==> config.mk <==
export PLATFORM = sky130hd
export DESIGN_NAME = timer_event_counter
export DESIGN_NICKNAME = d
export VERILOG_FILES = /design/src/include/tmr_pkg.sv /design/src/core/timer_event_counter.sv
export SDC_FILE = /design/constraint.sdc
export NUM_CORES = 1
export LEC_CHECK = 0
export BUFFER_PORTS_ARGS = -buffer_cell sky130_fd_sc_hd__buf_2
export CAP_MARGIN = 10
export CORE_AREA = 2 2 72 102
export CTS_CLUSTER_DIAMETER = 60
export DETAILED_ROUTE_END_ITERATION = 16
export DIE_AREA = 0 0 74 104
export PLACE_DENSITY = 0.65
export SLEW_MARGIN = 30
export SYNTH_ARGS = -nofsm -noshare
export SYNTH_HDL_FRONTEND = slang
export SYNTH_SLANG_ARGS = --single-unit
==> constraint.sdc <==
create_clock -name clk_i -period 1.9 [get_ports clk_i]
set_input_delay 0.38 -clock clk_i [delete_from_list [all_inputs] [get_ports clk_i]]
set_output_delay 0.38 -clock clk_i [all_outputs]
set_load 0.03 [all_outputs]
==> src/include/tmr_pkg.sv <==
/*
 * shared constants of the timer/event counter with tone output:
 * register offsets, control field positions, reset values, mode codes.
 * assumes nothing of its surroundings.
 */
package tmr_pkg;

    localparam int          ADDR_W        = 8;
    localparam int          DATA_W        = 8;
    localparam logic [7:0]  OFF_COUNT     = 8'h0d;  // preload on write, live count on read
    localparam logic [7:0]  OFF_CTRL      = 8'h0e;
    localparam logic [7:0]  OFF_IRQCTL    = 8'h0f;  // overflow flag and irq enable

    // control field positions
    localparam int          MODE_HI       = 7;
    localparam int          MODE_LO       = 6;
    localparam int          CTRL_UNUSED   = 5;
    localparam int          CTRL_EN       = 4;
    localparam int          CTRL_EDGE     = 3;
    localparam int          PSC_HI        = 2;
    localparam int          PSC_LO        = 0;

    // interrupt control field positions
    localparam int          IRQ_FLAG      = 5;
    localparam int          IRQ_EN        = 0;

    localparam logic [7:0]  CTRL_RESET    = 8'h08;
    localparam logic [7:0]  COUNT_RESET   = 8'h00;
    localparam logic [7:0]  COUNT_MAX     = 8'hff;

    typedef enum logic [1:0] {
        MODE_UNUSED = 2'h0,
        MODE_EVENT  = 2'h1,
        MODE_TIMER  = 2'h2,
        MODE_PULSE  = 2'h3
    } mode_t;

endpackage

==> src/core/timer_event_counter.sv <==
/*
 * 8-bit up-counting timer/event counter with preload, 8-step prescaler,
 * pulse-width measurement and a tone output on two buzzer pins.
 * assumes: inputs synchronous to clk_i; a one-cycle register port with
 * read data valid the cycle after the read strobe; port b data latch
 * and direction bits supplied by the surrounding port logic.
 */
`timescale 1ns/1ps

// Behaviour
// - eight-bit up counter clocked by external pin or prescaled system clock.
// - tone frequency is counter clock over two times (256 minus preload).
// - offset 0d writes preload, reads live count; control sits at 0e.
// - mode field 7:6: 01 event, 10 timer, 11 pulse width, 00 unused.
// - event/timer count to ff, reload from preload, set overflow flag together.
// - pulse mode counts from start edge until level returns, then clears enable.
// - finished measurement holds; new one armed only by software setting enable.
// - pulse measurement starts on an edge, never on an existing level.
// - overflow in pulse mode reloads and flags just like other modes.
// - count only with enable bit 4 set; event/timer clear only by software.
// - counter overflow raises a wake-up request.
// - irq enable zero blocks interrupt service; flag may still set.
// - preload write while stopped also loads counter; while running only preload.
// - counting clock blocked during a count read; lost counts not made up.
// - prescale field 2:0 divides system clock by two to the field plus one.
// - event mode edge bit 1 counts falling edges, 0 rising edges.
// - pulse mode edge bit 1 measures high pulse, 0 measures low pulse.
// - buzzer option drives tone on port b pins 0 and 1 when outputs.
// - port b bit zero latch alone gates both buzzer outputs.
// - buzzer use is a fixed build option, not a register.
module timer_event_counter
    import tmr_pkg::*;
#(
    parameter bit BUZZER_EN = 1'b1                      // fixed buzzer option
) (
    input  wire logic                  clk_i,           // system clock, 250 MHz
    input  wire logic                  rst_n_i,         // async reset, active low
    input  wire logic [tmr_pkg::ADDR_W-1:0] addr_i,     // register address
    input  wire logic [tmr_pkg::DATA_W-1:0] wdata_i,    // write data
    input  wire logic                  wr_i,            // write strobe
    input  wire logic                  rd_i,            // read strobe
    output logic      [tmr_pkg::DATA_W-1:0] rdata_o,    // read data, cycle after rd_i
    input  wire logic                  timer_pin_i,     // external event / pulse input
    input  wire logic                  pb0_latch_i,     // port b bit 0 data latch
    input  wire logic                  pb1_latch_i,     // port b bit 1 data latch
    input  wire logic                  pb0_out_en_i,    // port b bit 0 is output
    input  wire logic                  pb1_out_en_i,    // port b bit 1 is output
    output logic                       pb0_pad_o,       // pin level when driven
    output logic                       pb0_oe_o,        // pin 0 driven
    output logic                       pb1_pad_o,       // pin level when driven
    output logic                       pb1_oe_o,        // pin 1 driven
    output logic                       irq_o,           // interrupt request, level
    output logic                       wake_o           // wake-up pulse on overflow
);
    import tmr_pkg::*;

    ////////////////////////////////////////////////////////////////////////////
    // registers
    logic [7:0] count_q, count_d;
    logic [7:0] preload_q;
    logic [7:0] ctrl_q;
    logic       flag_q, irq_en_q;
    logic [7:0] psc_q;
    logic       pin_q;
    logic       meas_q;          // pulse measurement running
    logic       tone_q;
    logic [7:0] rdata_q;
    logic       irq_q, wake_q;
    logic       pb0_pad_q, pb0_oe_q, pb1_pad_q, pb1_oe_q;

    ////////////////////////////////////////////////////////////////////////////
    // decode
    wire        wr_count  = wr_i && (addr_i == OFF_COUNT);
    wire        wr_ctrl   = wr_i && (addr_i == OFF_CTRL);
    wire        wr_irq    = wr_i && (addr_i == OFF_IRQCTL);
    wire        rd_count  = rd_i && (addr_i == OFF_COUNT);
    wire [1:0]  mode      = ctrl_q[MODE_HI:MODE_LO];
    wire        enabled   = ctrl_q[CTRL_EN];
    wire        edge_sel  = ctrl_q[CTRL_EDGE];
    wire [2:0]  psc_sel   = ctrl_q[PSC_HI:PSC_LO];

    // prescaler: one tick per 2^(sel+1) system clocks
    wire [7:0]  psc_mask  = 8'(({1'b0, 8'hff} >> (4'd7 - {1'b0, psc_sel})));
    wire        int_tick  = (psc_q & psc_mask) == psc_mask;

    // edges of the external pin
    wire        rise      = timer_pin_i && !pin_q;
    wire        fall      = !timer_pin_i && pin_q;
    wire        ev_edge   = edge_sel ? fall : rise;
    wire        start_edg = edge_sel ? rise : fall;
    wire        stop_edg  = edge_sel ? fall : rise;

    // count clock per mode; blocked while software reads the count
    wire        mode_tick = (mode == MODE_EVENT) ? ev_edge :
                            (mode == MODE_TIMER) ? int_tick :
                            (mode == MODE_PULSE) ? (meas_q && int_tick) : 1'b0;
    wire        do_count  = enabled && mode_tick && !rd_count;
    wire        overflow  = do_count && (count_q == COUNT_MAX);
    wire        meas_done = (mode == MODE_PULSE) && enabled && meas_q && stop_edg;
    wire        meas_go   = (mode == MODE_PULSE) && enabled && !meas_q && start_edg;

    // next count value
    always_comb begin
        count_d = count_q;
        if (overflow)
            count_d = preload_q;
        else if (do_count)
            count_d = count_q + 8'h01;
        if (wr_count && !enabled)
            count_d = wdata_i;
    end

    // read mux, unmapped reads as zero
    wire [7:0]  ctrl_rd   = ctrl_q & ~(8'h01 << CTRL_UNUSED);
    wire [7:0]  irq_rd    = (8'(flag_q) << IRQ_FLAG) | (8'(irq_en_q) << IRQ_EN);
    wire [7:0]  rd_mux    = (addr_i == OFF_COUNT)  ? count_q :
                            (addr_i == OFF_CTRL)   ? ctrl_rd :
                            (addr_i == OFF_IRQCTL) ? irq_rd  : 8'h00;

    // buzzer: pin 0 latch gates both, pin 1 is the complement
    wire        bz_on     = BUZZER_EN && pb0_latch_i;
    wire        pb0_lvl   = BUZZER_EN ? (bz_on & tone_q) : pb0_latch_i;
    wire        pb1_lvl   = BUZZER_EN ? (bz_on & ~tone_q) : pb1_latch_i;
    wire        tone_d    = overflow ? ~tone_q : tone_q;

    ////////////////////////////////////////////////////////////////////////////
    // counter and preload
    always_ff @(posedge clk_i or negedge rst_n_i) begin
        if (!rst_n_i) begin
            count_q   <= COUNT_RESET;
            preload_q <= COUNT_RESET;
        end else begin
            count_q   <= count_d;
            if (wr_count)
                preload_q <= wdata_i;
        end
    end

    // control: hardware clear of enable ends a measurement
    always_ff @(posedge clk_i or negedge rst_n_i) begin
        if (!rst_n_i) begin
            ctrl_q <= CTRL_RESET;
        end else if (wr_ctrl) begin
            ctrl_q <= wdata_i;
        end else if (meas_done) begin
            ctrl_q[CTRL_EN] <= 1'b0;
        end
    end

    // measurement state; a write to control re-arms and forgets the old edge
    always_ff @(posedge clk_i or negedge rst_n_i) begin
        if (!rst_n_i)
            meas_q <= 1'b0;
        else if (wr_ctrl || meas_done)
            meas_q <= 1'b0;
        else if (meas_go)
            meas_q <= 1'b1;
    end

    // prescaler and pin history
    always_ff @(posedge clk_i or negedge rst_n_i) begin
        if (!rst_n_i) begin
            psc_q <= 8'h00;
            pin_q <= 1'b0;
        end else begin
            psc_q <= psc_q + 8'h01;
            pin_q <= timer_pin_i;
        end
    end

    // overflow flag: set wins over a software clear
    always_ff @(posedge clk_i or negedge rst_n_i) begin
        if (!rst_n_i) begin
            flag_q   <= 1'b0;
            irq_en_q <= 1'b0;
        end else begin
            if (overflow)
                flag_q <= 1'b1;
            else if (wr_irq)
                flag_q <= wdata_i[IRQ_FLAG];
            if (wr_irq)
                irq_en_q <= wdata_i[IRQ_EN];
        end
    end

    // registered outputs
    always_ff @(posedge clk_i or negedge rst_n_i) begin
        if (!rst_n_i) begin
            tone_q    <= 1'b0;
            rdata_q   <= 8'h00;
            irq_q     <= 1'b0;
            wake_q    <= 1'b0;
            pb0_pad_q <= 1'b0;
            pb0_oe_q  <= 1'b0;
            pb1_pad_q <= 1'b0;
            pb1_oe_q  <= 1'b0;
        end else begin
            tone_q    <= tone_d;
            rdata_q   <= rd_i ? rd_mux : 8'h00;
            irq_q     <= (flag_q || overflow) && irq_en_q;
            wake_q    <= overflow;
            pb0_pad_q <= pb0_lvl;
            pb0_oe_q  <= pb0_out_en_i;
            pb1_pad_q <= pb1_lvl;
            pb1_oe_q  <= pb1_out_en_i;
        end
    end

    assign rdata_o   = rdata_q;
    assign irq_o     = irq_q;
    assign wake_o    = wake_q;
    assign pb0_pad_o = pb0_pad_q;
    assign pb0_oe_o  = pb0_oe_q;
    assign pb1_pad_o = pb1_pad_q;
    assign pb1_oe_o  = pb1_oe_q;

endmodule // timer_event_counter

* Yosys cells after proc, flatten, opt, wreduce, memory -nomap -nowiden
Cells that the tools add are included.
Widths: inputs -> output; s select.
** Word-level totals
- Flip-flop bits (word level) :: 51
- Input port bits :: 25
- Output and inout port bits :: 14
- Word-level logic and storage cells :: 80
** Cells by class
- Add/sub/neg operators :: 3
- Equal/unequal tests :: 8
- Shift operators :: 1
- Mux-type cells :: 18
- Bitwise gates (word level) :: 5
- Reductions and logical operators :: 28
** Operator list (number)
- $mux 8 :: 6
- $eq 8x4->1 const B :: 3
- $logic_and 1x1->1 :: 17
- $add 8x1->8 const B :: 2
- $mux 1 :: 11
- $and 8x8->8 :: 1
- $eq 8x8->1 :: 1
- $eq 8x8->1 const B :: 1
- $shr 8x4->8 const A :: 1
- $mux 6 :: 1
- $or 6x1->6 :: 1
- $reduce_bool 2->1 :: 3
- $logic_not 1->1 :: 5
- $eq 2x2->1 const B :: 2
- $sub 3x3->4 const A :: 1
- $reduce_bool 3->1 :: 1
- $and 1x1->1 :: 2
- $eq 2x1->1 const B :: 1
- $logic_or 1x1->1 :: 2
- $not 1->1 :: 1

* Longest topological paths before layout
- Depth in word-level cells :: 13
- Mapped depth :: 7
- Depth with buffers taken out :: 6

* Worst setup path after synthesis
OpenSTA, ideal clock, no wires.
- Path kind :: input-to-reg
- From :: in addr_i[0] in the netlist's numbering
- To :: reg count_q[5]
- Library setup time :: 126 ps
- Arrival time :: 2107 ps
- Data required time :: 1774 ps
- Setup slack :: -332 ps
- Stages :: 7
- Path buffers :: 2
- Cells stage by stage :: and4b_4 and3_1 buf_6 or4b_4 or3_1 buf_6 a221o_1
** On the way
- Word-level cells in the longest chain between the ends :: 7
- Elaborated cells between the ends (all ways) :: 10
- Classes of those cells :: eq/ne (1); mux (2); reduce/logical (7)
** Ends and longest elaborated chain
- start, declared :: RTL line timer_event_counter.sv:38 : input wire logic [tmr_pkg::ADDR_W-1:0] addr_i,
- $eq 8x4->1 (*) :: RTL line timer_event_counter.sv:73, timer_event_counter.sv:76
- $logic_and 1x1->1 :: RTL line timer_event_counter.sv:76 : wire rd_count = rd_i && (addr_i == OFF_COUNT);
- $logic_not 1->1 :: RTL line timer_event_counter.sv:97 : wire do_count = enabled && mode_tick && !rd_count;
- $logic_and 1x1->1 :: RTL line timer_event_counter.sv:97
- $logic_and 1x1->1 :: RTL line timer_event_counter.sv:98 : wire overflow = do_count && (count_q == COUNT_MAX);
- $mux 8 :: RTL line timer_event_counter.sv:105 : if (overflow)
- $mux 8 :: RTL line timer_event_counter.sv:109 : if (wr_count && !enabled)
- end signal, assigned :: RTL line timer_event_counter.sv:133 : count_q <= count_d;
- end, declared :: RTL line timer_event_counter.sv:59 : logic [7:0] count_q, count_d;
Every way passes the cells marked *; elsewhere a longest branch is shown, timed or not.
A chain may end at the register's enable or synchronous reset.

* Worst setup path in the final report
- From :: reg ctrl_q[1]
- To :: reg count_q[3]
** On the way
- Word-level cells in the longest chain between the ends :: 13
- Elaborated cells between the ends (all ways) :: 14
- Classes of those cells :: add/sub (1); eq/ne (1); shift (1); mux (5); bitwise (1); reduce/logical (5)
** Ends and longest elaborated chain
- start, declared :: RTL line timer_event_counter.sv:61 : logic [7:0] ctrl_q;
- start signal, assigned :: RTL line timer_event_counter.sv:144 : ctrl_q <= wdata_i;
- $sub 3x3->4 (*) :: RTL line timer_event_counter.sv:83 : wire [7:0] psc_mask = 8'(({1'b0, 8'hff} >> (4'd7 - {1'b0, psc_sel})));
- $shr 8x4->8 (*) :: RTL line timer_event_counter.sv:83
- $and 8x8->8 :: RTL line timer_event_counter.sv:84 : wire int_tick = (psc_q & psc_mask) == psc_mask;
- $eq 8x8->1 (*) :: RTL line timer_event_counter.sv:84
- $logic_and 1x1->1 :: RTL line timer_event_counter.sv:96 : (mode == MODE_PULSE) ? (meas_q && int_tick) : 1'b0;
- $mux 1 :: RTL line timer_event_counter.sv:96
- $mux 1 (*) :: RTL line timer_event_counter.sv:95 : (mode == MODE_TIMER) ? int_tick :
- $mux 1 (*) :: RTL line timer_event_counter.sv:94 : wire mode_tick = (mode == MODE_EVENT) ? ev_edge :
- $logic_and 1x1->1 (*) (2 in a row) :: RTL line timer_event_counter.sv:97
- $logic_and 1x1->1 :: RTL line timer_event_counter.sv:98
- $mux 8 :: RTL line timer_event_counter.sv:105
- $mux 8 :: RTL line timer_event_counter.sv:109
Marked as above.

==> results.json <==
{
  "die-area_sq_mm": 0.00770,
  "pin_count": 39,
  "fin_util": 0.456,
  "cts_root_buffer": "clkbuf_8",
  "hold_viol_final": 0,
  "syn_inst": 211,
  "place.gp.congestion": 0.855,
  "grt_usage": 0.150,
  "first_pass_iters": 6,
  "synth-seq-cells": 50,
  "synth_most_common_cell": "dfrtp_1",
  "yosys.area.top_type_share": 0.526,
  "crit_path_end_kind": "register",
  "port_buffers": 37,
  "drive_gt1_frac": 0.420,
  "fin_skew_ps": 4.00,
  "vias": 1896,
  "syn_to_final_growth_pct": 33.2,
  "rows": 36,
  "clk_pin_slew_ps": 90,
  "drc_errors": 0,
  "crit_type": "reg -> reg",
  "fp.dieH_um": 104,
  "cts_made_buffers": 5,
  "grt_pass1_wl_mm": 8.96,
  "rsz0062_at_grt": "yes",
  "routed_wl_mm": 5.46,
  "grt_pass1_vias": 1949,
  "seq_area_frac_synth": 0.538,
  "synth_common_cells": "dfrtp_1, nand2_1, mux2_2",
  "status": "complete, but fails checks",
  "path_max_fanout": 4,
  "synth_top_area_cell": "dfrtp_1",
  "layout.nets": 319,
  "synthesis.nets": 238,
  "violations": "setup timing",
  "vdd_ir_drop_max_uv": 272,
  "holdPathStages": 1,
  "fp.coreArea_sq_mm": 0.00680,
  "synth_area_sq_mm": 0.00233,
  "viasPerCell": 4.89,
  "antenna_cells_inserted": 0,
  "antenna_found_initial": 0,
  "synth_area_per_cell_sq_um": 11.0,
  "hold_path_class": "in -> reg",
  "cts_buffer_depth": 2,
  "setup_viol": 9,
  "wire_per_inst_um": 14.1,
  "final_max_slew_viol_count": 0,
  "layout_setup_ws_ps": -55.8,
  "async_flop_share": 1.00,
  "synth-edff-count": 0,
  "pre_cts_ws_ps": -275,
  "first_iter_violations": 88,
  "antenna_left": 0,
  "cp-start-kind": "register",
  "timing.final.crit_share": 1.03,
  "clock_sinks": 50,
  "total_power_mw": 2.22,
  "grt_max_degree": 28,
  "maxCapViolCount": 0,
  "fmax_mhz": 511,
  "fillers": 648,
  "dieWidth_um": 74,
  "ys.flop_type": "dfrtp_1",
  "cp.required_ps": 2130,
  "worstSkewPairLatency_ps": 300,
  "start_util": 0.343,
  "reg2reg_depth": 6,
  "relSlewSlack": 0.661,
  "grt-ovfl-total": 0,
  "htree_num_levels": 2,
  "dp_hpwl_mm": 4.19,
  "ys_warn_count": 0,
  "worst_slew_pin_slew_ps": 506,
  "min_period_ps": 1960,
  "p_per_area_mw_per_mm2": 715,
  "critPathArrivalTime_ps": 2180,
  "ys_top_cells_by_area": "dfrtp_1, mux2_2, nand2_1",
  "cts_tree": "yes",
  "leakage_nw": 1.57,
  "ys_types": 45
}
cell usage in the layout, fill, tap and decap left out, types with 2 or more instances in the layout:
cell type  instances
a21oi_1            5
a22o_2             6
a31oi_1            3
and2_1             2
and3_1             3
and4_1             2
buf_2             37
buf_4             37
buf_6              2
clkbuf_8           6
dfrtp_1           48
ha_1               2
inv_1             13
mux2_2            14
mux2i_1            4
nand2_1           20
nand2b_1           3
nand3_1           12
nor2_1             9
nor2b_1            2
nor3_1             3
nor3_2             2
nor4_1             3
o211ai_1           2
o21a_1             2
o21ai_0            8
o221ai_2           6
o311ai_0           2
xnor2_1            3
xor2_1             5
where the power goes:
| part | switching, mW | internal (mW) | leakage [nW] | total, mW |
|---|---|---|---|---|
| Combinational | 0.227 | 0.216 | 0.894 | 0.444 |
| Sequential | 0.0281 | 1.11 | 0.629 | 1.13 |
| Clock | 0.345 | 0.294 | 0.0482 | 0.639 |
| Total | 0.600 | 1.62 | 1.57 | 2.22 |
metrics by stage:
| step | instance area (sq um) | TNS (ps) | hold slack, ps | std cells |
|---|---|---|---|---|
| floorplan | 2340 | -1440 | 84.4 | 211 |
| global placement | 2910 | -2170 | 319 | 377 |
| detailed placement | 2910 | -2540 | 320 | 377 |
| CTS | 3060 | -252 | 165 | 388 |
| global route | 3100 | -1170 | 160 | 388 |
| finish | 3100 | -238 | 177 | 388 |
routing by layer:
metal / share of wire / track usage
met1: 0.38 / 0.158
met2: 0.56 / 0.274
met3: 0.030 / 0.0262
met4: 0.030 / 0.0740
met5: 0 / 0
sequential cells by signal (all words and copies together) (netlist names):
register and count:
pb0_oe_o 1, ctrl_q 7, psc_q 8, irq_en_q 1, pb1_pad_o 1, pin_q 1, pb1_oe_o 1, flag_q 1
count_q 8, wake_o 1, tone_q 1, preload_q 8, pb0_pad_o 1, meas_q 1, irq_o 1, rdata_o 8
critical path, cell delays in order (launching register included):
cell and delay (ps):
dfrtp_2 450, a21oi_2 150, nor3_2 50, or4b_4 530, buf_6 140, or4_4 460, o211ai_1 100
cell families (layout without fill, tap and decap cells):
group | Yosys count | count (layout) | synth area share
mux | 18 | 18 | 0.0849
simple gates | 72 | 72 | 0.165
fa+ha+maj | 2 | 2 | 0.0107
compound gates | 44 | 44 | 0.138
xor+xnor | 8 | 8 | 0.0301
buf+inv | 17 | 99 | 0.0338
flops | 50 | 50 | 0.538
final cells by class:
class / instances / area, sq um / area share
clock buffers: 7 / 86.3 / 0.0278
clock inverters: 1 / 5.00 / 0.00161
inverters: 13 / 48.8 / 0.0157
multi-input cells: 144 / 1070 / 0.346
flip-flops and latches: 50 / 1250 / 0.404
well taps: 95 / 119 / 0.0383
repair buffers: 78 / 515 / 0.166
path summary, 6_finish.rpt:
check | start | endpoint | slack [ps]
max | ctrl_q[1] | count_q[3] | -60
min | pb1_out_en_i | pb1_oe_o | 180
max reg2reg | ctrl_q[1] | count_q[3] | -60
min reg2reg | psc_q[6] | psc_q[6] | 470
max in group asynchronous | rst_n_i | ctrl_q[3] | 820
min in group asynchronous | rst_n_i | psc_q[5] | 520
repair_timing:
action                                  4_1_cts  5_1_grt
pin swaps                                     7        2
setup buffers                                 2        0
endpoints found under the hold margin        13        0
resized for setup                             9        8
hold buffers                                  1        0
endpoints found under the setup margin       11       11
(Power assumes the default switching activity.)
